File: config.mk
export PLATFORM = sky130hd
export DESIGN_NAME = srv_status_regs
export DESIGN_NICKNAME = d
export VERILOG_FILES = /design/src/srv_pkg.sv /design/src/srv_order_gate.sv /design/src/srv_status_regs.sv
export SDC_FILE = /design/constraint.sdc
export NUM_CORES = 1
export LEC_CHECK = 0
export BUFFER_PORTS_ARGS = -buffer_cell sky130_fd_sc_hd__buf_2
export CORE_ASPECT_RATIO = 0.5
export CORE_MARGIN = 2
export CORE_UTILIZATION = 27
export DETAILED_ROUTE_END_ITERATION = 12
export SETUP_SLACK_MARGIN = 0.5
export SLEW_MARGIN = 10
export SYNTH_ARGS = -nofsm -noshare
export SYNTH_HDL_FRONTEND = slang
export SYNTH_SLANG_ARGS = --single-unit
File: constraint.sdc
create_clock -name clk -period 3.9 [get_ports clk]
set_input_delay 0.39 -clock clk [delete_from_list [all_inputs] [get_ports clk]]
set_output_delay 0.39 -clock clk [all_outputs]
set_load 0.1 [all_outputs]
File: src/srv_pkg.sv
package srv_pkg;

	// ----------------------------------------------------------------
	// status word layout
	// ----------------------------------------------------------------
	localparam int POS_NEG = 31;
	localparam int POS_ZERO = 30;
	localparam int POS_CARRY = 29;
	localparam int POS_OVF = 28;
	localparam int POS_SAT = 27;
	localparam int POS_THUMB = 24;
	localparam int CONT_HI_LSB = 25;
	localparam int CONT_HI_W = 2;
	localparam int CONT_LO_LSB = 10;
	localparam int CONT_LO_W = 6;
	localparam int EXC_W = 9;

	// parts of the word, as masks
	localparam logic [31:0] APP_MASK = 32'hf800_0000;
	localparam logic [31:0] EXEC_MASK = 32'h0700_fc00;
	localparam logic [31:0] IRQ_MASK = 32'h0000_01ff;

	// ----------------------------------------------------------------
	// reset values
	// ----------------------------------------------------------------
	localparam logic [4:0] RST_FLAGS = 5'h00;
	localparam logic RST_THUMB = 1'h1;
	localparam logic [7:0] RST_CONT = 8'h00;
	localparam logic [EXC_W-1:0] RST_EXC = 9'h000;
	localparam logic [7:0] RST_PENDING = 8'h00;

	// ----------------------------------------------------------------
	// register views selected by the move instructions
	// ----------------------------------------------------------------
	typedef enum logic [2:0] {
		VIEW_FULL,
		VIEW_APP,
		VIEW_EXEC,
		VIEW_IRQ,
		VIEW_EXEC_IRQ,
		VIEW_APP_IRQ,
		VIEW_APP_EXEC
	} srv_view_t;

	// ----------------------------------------------------------------
	// memory regions, top address bits
	// ----------------------------------------------------------------
	localparam logic [2:0] REG_PERIPH = 3'h2;
	localparam logic [2:0] REG_EXTDEV_A = 3'h5;
	localparam logic [2:0] REG_EXTDEV_B = 3'h6;
	localparam logic [2:0] REG_SYSTEM = 3'h7;
	localparam logic [11:0] PPB_TOP = 12'he00;

endpackage

File: src/srv_order_gate.sv
`timescale 1ns/10ps

// ----------------------------------------------------------------
// memory issue gate: barrier hold and region class
// ----------------------------------------------------------------
module srv_order_gate import srv_pkg::*; (
	// clock and reset
	input wire logic clk,
	input wire logic rst,
	// request side
	input wire logic reqValid,
	input wire logic [31:0] reqAddr,
	input wire logic barrier,
	input wire logic ack,
	// issue side
	output logic issue,
	output logic isDevice,
	output logic isStrong,
	output logic barrierBusy
);

	typedef struct packed {
		logic [7:0] pending;
		logic hold;
		logic issue;
		logic isDevice;
		logic isStrong;
	} srv_gate_t;

	srv_gate_t s_q, s_d;
	logic strongReq;
	logic devReq;

	// region class of the incoming address
	always_comb begin
		strongReq = (reqAddr[31:29] == REG_SYSTEM) && (reqAddr[31:20] == PPB_TOP);
		// peripheral and vendor regions carry only device-type ordering
		devReq = (reqAddr[31:29] == REG_PERIPH) || (reqAddr[31:29] == REG_EXTDEV_A) ||
			(reqAddr[31:29] == REG_EXTDEV_B) || ((reqAddr[31:29] == REG_SYSTEM) && !strongReq);
	end

	// next state
	always_comb begin
		logic go;
		go = 1'b0;
		s_d = s_q;
		if (barrier) begin
			s_d.hold = 1'b1;
		end else if (s_q.hold && s_q.pending == RST_PENDING) begin
			s_d.hold = 1'b0;
		end
		// outstanding accesses block only a new strongly-ordered request: other requests may be reordered
		go = reqValid && !s_q.hold && !barrier && !(strongReq && s_q.pending != RST_PENDING);
		s_d.issue = go;
		s_d.isDevice = go && devReq;
		s_d.isStrong = go && strongReq;
		if (go && !ack) begin
			s_d.pending = s_q.pending + 8'h01;
		end else if (!go && ack && s_q.pending != RST_PENDING) begin
			s_d.pending = s_q.pending - 8'h01;
		end
	end

	always_ff @(posedge clk) begin
		if (rst) begin
			s_q <= '{RST_PENDING, 1'b0, 1'b0, 1'b0, 1'b0};
		end else begin
			s_q <= s_d;
		end
	end

	assign issue = s_q.issue;
	assign isDevice = s_q.isDevice;
	assign isStrong = s_q.isStrong;
	assign barrierBusy = s_q.hold;
endmodule // srv_order_gate

File: src/srv_status_regs.sv
`timescale 1ns/10ps

// ----------------------------------------------------------------
// program status word with its move views
// ----------------------------------------------------------------
// Function
// - the word holds N at 31, Z at 30, C at 29, V at 28, Q at 27, T at 24 and the exception number at the bottom.
// - the three parts are reachable singly, in any pair or all together, chosen by the view code of a move.
// - the full view merges all parts, exec-plus-irq is read-only, app-plus-irq and app-plus-exec are writable.
// - write data aimed at the exception number is dropped and that number keeps its value.
// - execution-state bits read as zero through a view and writes to them do nothing.
// - the condition flags keep the value left by the last flag-setting operation or flag-writing move.
// - N is 1 for a negative or less-than result and 0 otherwise.
// - Z is 1 for a zero result and 0 otherwise.
// - peripheral and vendor device regions add no constraints beyond device ordering.
// - memory accesses may issue out of program order where the sequence's behaviour is unchanged.
module srv_status_regs import srv_pkg::*; (
	// clock and reset
	input wire logic clk,
	input wire logic rst,
	// flag update from the execute stage
	input wire logic flagSet,
	input wire logic [31:0] aluResult,
	input wire logic aluCarry,
	input wire logic aluOverflow,
	input wire logic satSet,
	// execution state from the decode stage
	input wire logic execLoad,
	input wire logic execThumb,
	input wire logic [7:0] execCont,
	// exception entry and return
	input wire logic excLoad,
	input wire logic [EXC_W-1:0] excNum,
	// move-to-special request
	input wire logic msrValid,
	input wire logic [2:0] msrView,
	input wire logic [31:0] msrData,
	// move-from-special request
	input wire logic mrsValid,
	input wire logic [2:0] mrsView,
	// memory requests
	input wire logic memReqValid,
	input wire logic [31:0] memReqAddr,
	input wire logic memBarrier,
	input wire logic memAck,
	// read answer and move-to refusal
	output logic [31:0] mrsData,
	output logic mrsDone,
	output logic msrRefused,
	// state seen by the core
	output logic [31:0] statusWord,
	// memory issue
	output logic memIssue,
	output logic memDevice,
	output logic memStrong,
	output logic memBarrierBusy
);

	// ----------------------------------------------------------------
	// state
	// ----------------------------------------------------------------
	typedef struct packed {
		logic [4:0] flags;
		logic thumb;
		logic [7:0] cont;
		logic [EXC_W-1:0] exc;
		logic [31:0] rdData;
		logic rdValid;
		logic refused;
	} srv_state_t;

	srv_state_t s_q, s_d;
	logic [31:0] fullWord;
	logic [31:0] rdMask;
	logic [31:0] wrMask;

	// view code to the parts it covers
	function automatic logic [2:0] view_parts(input logic [2:0] v);
		logic [2:0] p;
		p = 3'h0;
		case (srv_view_t'(v))
			VIEW_FULL: p = 3'h7;
			VIEW_APP: p = 3'h4;
			VIEW_EXEC: p = 3'h2;
			VIEW_IRQ: p = 3'h1;
			VIEW_EXEC_IRQ: p = 3'h3;
			VIEW_APP_IRQ: p = 3'h5;
			VIEW_APP_EXEC: p = 3'h6;
			default: p = 3'h0;
		endcase
		return p; // {app, exec, irq}
	endfunction

	// ----------------------------------------------------------------
	// word assembly and view masks
	// ----------------------------------------------------------------
	always_comb begin
		logic [2:0] rp;
		logic [2:0] wp;
		rp = view_parts(mrsView);
		wp = view_parts(msrView);
		fullWord = 32'h0000_0000; // reserved bits stay zero
		fullWord[POS_NEG:POS_SAT] = s_q.flags;
		fullWord[POS_THUMB] = s_q.thumb;
		fullWord[CONT_HI_LSB +: CONT_HI_W] = s_q.cont[7:6];
		fullWord[CONT_LO_LSB +: CONT_LO_W] = s_q.cont[5:0];
		fullWord[EXC_W-1:0] = s_q.exc;
		// execution part never reaches a read, reserved bits are outside every mask
		rdMask = (rp[2] ? APP_MASK : 32'h0000_0000) | (rp[0] ? IRQ_MASK : 32'h0000_0000);
		// only the flags can take write data
		wrMask = wp[2] ? APP_MASK : 32'h0000_0000;
	end

	// ----------------------------------------------------------------
	// next state
	// ----------------------------------------------------------------
	always_comb begin
		logic roView;
		roView = srv_view_t'(msrView) == VIEW_EXEC_IRQ;
		s_d = s_q;
		s_d.rdValid = mrsValid;
		s_d.rdData = mrsValid ? (fullWord & rdMask) : s_q.rdData;
		s_d.refused = msrValid && (roView || srv_view_t'(msrView) > VIEW_APP_EXEC);
		// move-to writes the flags first; a flag-setting operation in the same cycle overrides N, Z, C and V
		if (msrValid && !s_d.refused && wrMask[POS_NEG]) begin
			s_d.flags = msrData[POS_NEG:POS_SAT];
		end
		if (flagSet) begin
			s_d.flags[4] = aluResult[31];
			s_d.flags[3] = aluResult == 32'h0000_0000;
			s_d.flags[2] = aluCarry;
			s_d.flags[1] = aluOverflow;
		end
		// saturation is sticky: only a move clears it
		if (satSet) begin
			s_d.flags[0] = 1'b1;
		end
		if (execLoad) begin
			s_d.thumb = execThumb;
			s_d.cont = execCont;
		end
		// exception number changes only on entry or return, never by a move
		if (excLoad) begin
			s_d.exc = excNum;
		end
	end

	// ----------------------------------------------------------------
	// state register
	// ----------------------------------------------------------------
	always_ff @(posedge clk) begin
		if (rst) begin
			s_q <= '{RST_FLAGS, RST_THUMB, RST_CONT, RST_EXC, 32'h0000_0000, 1'b0, 1'b0};
		end else begin
			s_q <= s_d;
		end
	end

	assign mrsData = s_q.rdData;
	assign mrsDone = s_q.rdValid;
	assign msrRefused = s_q.refused;
	assign statusWord = fullWord;

	// ----------------------------------------------------------------
	// memory ordering gate
	// ----------------------------------------------------------------
	srv_order_gate u_gate (
		.clk(clk),
		.rst(rst),
		.reqValid(memReqValid),
		.reqAddr(memReqAddr),
		.barrier(memBarrier),
		.ack(memAck),
		.issue(memIssue),
		.isDevice(memDevice),
		.isStrong(memStrong),
		.barrierBusy(memBarrierBusy)
	);
endmodule // srv_status_regs

=== Word-level counts from Yosys, hierarchy flattened ===
Cells that the tools add are included.

* Mux-type cells: 12
* Reduce and logical (&&, ||, !) cells: 35
* Order comparisons: 1
* Add/subtract/negate cells: 2
* Bitwise operators: 2
* Eq/ne operators: 17

{| class="wikitable"
|+ Operators with widths
! kind !! count
|-
| $mux 32 || 2
|-
| $pmux 3 s7 || 2
|-
| $and 32x32->32 || 1
|-
| $logic_not 32->1 || 1
|-
| $or 32x9->32 || 1
|-
| $eq 3x3->1 const B || 9
|-
| $mux 8 || 2
|-
| $eq 3x2->1 const B || 5
|-
| $logic_and 1x1->1 || 15
|-
| $eq 12x12->1 const B || 1
|-
| $mux 9 || 1
|-
| $add 8x1->8 const B || 1
|-
| $logic_not 8->1 || 1
|-
| $reduce_bool 2->1 || 4
|-
| $reduce_bool 8->1 || 1
|-
| $sub 8x1->8 const B || 1
|-
| $logic_not 1->1 || 7
|-
| $eq 3x1->1 const B || 2
|-
| $logic_not 3->1 || 2
|-
| $mux 5 || 1
|-
| $logic_or 1x1->1 || 4
|-
| $mux 4 || 1
|-
| $gt 3x3->1 const B || 1
|-
| $mux 1 || 3
|}

* Bits of input ports: 133
* Logic and storage cells: 82
* Register bits: 69

=== Logic depth before layout (Yosys ltp) ===
* Word-level depth: 10
* Depth in mapped cells: 10
* Depth with buffers taken out: 10

=== By module ===
A second synthesis with hierarchy kept.

* Cells, all modules: 278
* Area total of the unflattened synthesis: 2553.7 um^2

{| class="wikitable"
|+ By module, submodules not included
! module !! instances !! cells an instance !! seq. area each (um^2) !! area each (um^2)
|-
| srv_status_regs || 1 || 196 || 780.7 || 1793.0
|-
| srv_order_gate || 1 || 82 || 240.2 || 760.7
|}

=== Worst setup path after synthesis ===
Ideal clock, no wire load.

* Kind: register to register
* From: register u_gate.s_q (netlist bit u_gate.barrierBusy)
* To: register u_gate.s_q[11] (netlist name)
* Path buffers: 0
* Setup time: 0.123 ns
* Arrival time: 2.952 ns
* Stages on the path, launching flop included: 10
* Setup slack: 0.825 ns
* Cell sequence: dfxtp_1 > nor2_1 > and2_1 > o211ai_4 > ha_1 > a211oi_1 > o21ai_0 > o31ai_1 > mux2i_1 > mux2_1

* Word-level cells in the longest chain between the ends: 8
* Elaborated cells on any way between the ends: 10
* Those cells by class: 1 x mux; 9 x reduce/logical

{| class="wikitable"
|+ RTL lines
! what !! line !! source
|-
| start, declared || srv_order_gate.sv:30 || <nowiki>srv_gate_t s_q, s_d;</nowiki>
|-
| start signal, assigned || srv_order_gate.sv:66 || <nowiki>s_q <= '{RST_PENDING, 1'b0, 1'b0, 1'b0, 1'b0};</nowiki>
|-
| $logic_not 1->1 * || srv_order_gate.sv:53 || <nowiki>go = reqValid && !s_q.hold && !barrier && !(strongReq && s_q.pending != RST_PENDING);</nowiki>
|-
| $logic_and 1x1->1 * (3 in a row) || srv_order_gate.sv:53 ||
|-
| $logic_not 1->1 || srv_order_gate.sv:59 || <nowiki>end else if (!go && ack && s_q.pending != RST_PENDING) begin</nowiki>
|-
| $logic_and 1x1->1 (2 in a row) || srv_order_gate.sv:59 ||
|-
| $reduce_bool 2->1 (no source line) || n/a ||
|}

Mark *: on every way between the ends. The rest lies on a longest branch, timed or not.
A chain may end at the register's enable or synchronous reset.

=== Final worst setup path ===
* From: register u_gate.s_q[7] (netlist name)
* To: register u_gate.s_q[11] (netlist name)

* Word-level cells in the longest chain between the ends: 8
* Elaborated cells on any way between the ends: 13
* Those cells by class: 2 x add/sub; 2 x mux; 9 x reduce/logical

{| class="wikitable"
|+ RTL lines
! what
|-
| parallel branches: the longest is 8 deep, another holds $sub 8x1->8
|}

Several ways; the timed one is not identified. The select of a mux whose other input is x is not followed.

==> flow_summary.toml <==
[placed_design]
port_buffers = 128
place.gp.congestion = 0.7912
post-dp-hpwl_um = 5075
dp_cells = 545
dpl_cell_area_um2 = 3308

[grt]
use_met2 = 0.1937
grt_overflow_total = 0
antenna_found_initial = 0
grtUsageMet1 = 0.1468
grt_pass1_wl_um = 9742
grt.total_usage = 0.1165
grt_start_max_net_pins = 49
use_met3 = 0.02868
grt-busiest-layer = "met2"
grt_pass1_vias = 2010

[routing]
firstDrtPassIters = 4
vias = 2389
drc = 0
via_per_inst = 4.320
drt_wl_total_um = 6581
drt-initial-drc-count = 96
antenna_left = 0
wire_per_inst_um = 11.90

[die]
io_pins = 203
start_util = 0.2785
die_h_um = 73.92
core_um2 = 9478
die_w_um = 143.8
core.rowCount = 25
die-area_um2 = 10630

[layout]
final_cell_mix = "buf_2, dfxtp_1, nor2_1"
fillCellCount = 999
multiInputGateArea_um2 = 1434
seqCellArea_um2 = 1021
drive_gt1_frac = 0.3541
areaGrowthSynthToFinish_pct = 31.71
num_antenna_cells = 0
mostFrequentLayoutCell = "buf_2"
nNetsFinal = 558
stdcell_area_um2 = 3477
instances_no_fill = 553

[worst_setup_path]
worstSetupPathType = "reg2reg"
cp.arrival_ns = 3.18
cp.required_ns = 4.08
cp_max_fo = 9
r2r_start = "u_gate.s_q[7]"
end_kind = "flop"
critPathLaunchType = "flop"
timing.rr.end = "u_gate.s_q[11]"
r2r_slack_ns = 0.91
ff2ff_path_depth = 10

[clock_tree]
path_clk_slew_ns = 0.07
cts_hold_buf = 0
cts-root-buf = "clkbuf_16"
cts_resized = 0
post_cts_buffers = 0
h-tree-depth = 2
cts.path.max_buffers = 2
cts_tree = "yes"
cts.sinks = 51
numCtsBuffers = 5
clock_latency_ns = 0.29

[hold_path]
worstHoldStart = "memBarrier"
hold_end = "u_gate.barrierBusy"
hp-class = "in2reg"
hold-path-cell-count = 3

[sta]
setup_viol = 0
fin_crit_ns = 2.995
fin_crit_sh = 0.7679
fin_setup_tns_ns = 0
slew_viol_final = 0
clock_skew_ns = 0.004116
clock.fmax_mhz = 333.9
relSlewSlack = 0.4026
hold_viol_final = 0
rsz0062_at_grt = "no"
worst_pin_slew_ns = 0.8962

[logic_synthesis]
postSynthCellCount = 291
yosysWarnings = 0
ys_types = 47
syn_area_um2 = 2640
synth_seq_cells = 51
synth.avg_cell_area_um2 = 9.072
synth_seq_area_share = 0.3867

[pwr]
power.density_nw_per_um2 = 551.4
p_total_uw = 1917
vdd_drop_max_mv = 0.1771
leakagePower_uw = 0.001726

[run_status]
status = "completed"

[job]
maxCapViolCount = 0
-- how the worst max path moves through the flow --
stage                                   from        endpoint  slack (ns)  depth (start not counted)
after floorplan           u_gate.barrierBusy  u_gate.s_q[11]        0.82                          9
after global placement        memReqAddr[25]  u_gate.s_q[11]        0.79                         11
after detailed placement      memReqAddr[25]  u_gate.s_q[11]        0.80                         11
after CTS                      u_gate.s_q[7]  u_gate.s_q[11]        0.90                         10
after global routing           u_gate.s_q[7]  u_gate.s_q[11]        0.73                         10
final                          u_gate.s_q[7]  u_gate.s_q[11]        0.91                         10
-- worst max-delay path, cell delays in order (launching register included) --
cell,delay (ns)
dfxtp_1,0.35
nor4_2,0.40
and2_2,0.26
o211ai_4,0.11
buf_4,0.20
ha_1,0.33
a21oi_1,0.13
o21ai_0,0.14
o31ai_1,0.38
mux2i_1,0.25
mux2_1,0.33
-- cells by family after synthesis --
kind of cell | count (synthesis) | synth area share
compound gates | 50 | 0.1190
xor+xnor | 8 | 0.02654
fa+ha+maj | 8 | 0.04076
buf+inv | 45 | 0.1071
flops | 51 | 0.3867
mux | 26 | 0.09953
other cells | 1 | 0.001420
simple gates | 102 | 0.2190
-- final cells by class --
type / instances / share of cell area
multi-input combinational: 221 / 0.4124
sequential: 51 / 0.2936
timing repair buffer: 129 / 0.1864
tap: 135 / 0.04858
clock buffer: 5 / 0.03598
clock inverter: 3 / 0.01259
inverter: 9 / 0.01044
-- metrics by stage --
step	setup WS [ns]	utilization	hold WS, ns
after floorplan	0.8245	-	0.4709
after global placement	0.7920	0.3490	0.4609
after detailed placement	0.7970	0.3490	0.4670
after CTS	0.8961	0.3669	0.3142
after global routing	0.7348	0.3669	0.3174
final	0.9051	0.3669	0.3193
-- registers in the layout (all words and copies together) (netlist names) --
name / cells
u_gate.issue: 1
mrsData: 14
msrRefused: 1
statusWord: 23
u_gate.s_q: 8
mrsDone: 1
u_gate.isStrong: 1
u_gate.isDevice: 1
u_gate.barrierBusy: 1
-- power by group --
| part | switching (uW) | internal (uW) |
|---|---|---|
| clock | 204 | 303 |
| combinational | 530 | 259 |
| sequential | 47.1 | 574 |
| total | 781 | 1140 |
-- routing by layer --
| metal | vias up | share of wire |
|---|---|---|
| met5 | - | 0 |
| met4 | 0 | 0.015 |
| met3 | 9 | 0.045 |
| met2 | 66 | 0.49 |
| met1 | 1110 | 0.45 |
| li1 | 1204 | - |
-- cell usage after synthesis (all sizes together) --
| library cell | n | share of area |
|---|---|---|
| a211oi | 5 | 0.014 |
| a21boi | 1 | 0.0043 |
| a21o | 2 | 0.0057 |
| a21oi | 22 | 0.042 |
| a221oi | 1 | 0.0033 |
| a31o | 1 | 0.0033 |
| a31oi | 3 | 0.0071 |
| and2 | 4 | 0.010 |
| and2b | 1 | 0.0028 |
| and3 | 2 | 0.0052 |
| and3b | 1 | 0.0033 |
| and4b | 1 | 0.0038 |
| buf | 27 | 0.077 |
| clkbuf | 9 | 0.017 |
| conb | 1 | 0.0014 |
| dfxtp | 51 | 0.39 |
| fa | 1 | 0.0076 |
| ha | 7 | 0.033 |
| inv | 9 | 0.014 |
| mux2 | 2 | 0.0085 |
| mux2i | 24 | 0.091 |
| nand2 | 6 | 0.0085 |
| nand2b | 1 | 0.0024 |
| nand3 | 5 | 0.014 |
| nand4 | 2 | 0.0047 |
| nor2 | 42 | 0.061 |
| nor2b | 21 | 0.050 |
| nor3 | 4 | 0.0076 |
| nor4 | 10 | 0.040 |
| nor4b | 1 | 0.0033 |
| o211ai | 3 | 0.014 |
| o21ai | 10 | 0.019 |
| o311a | 1 | 0.0038 |
| o31ai | 1 | 0.0028 |
| or4 | 1 | 0.0028 |
| xnor2 | 7 | 0.023 |
| xor2 | 1 | 0.0033 |
Power figures use the tool's default switching activity.
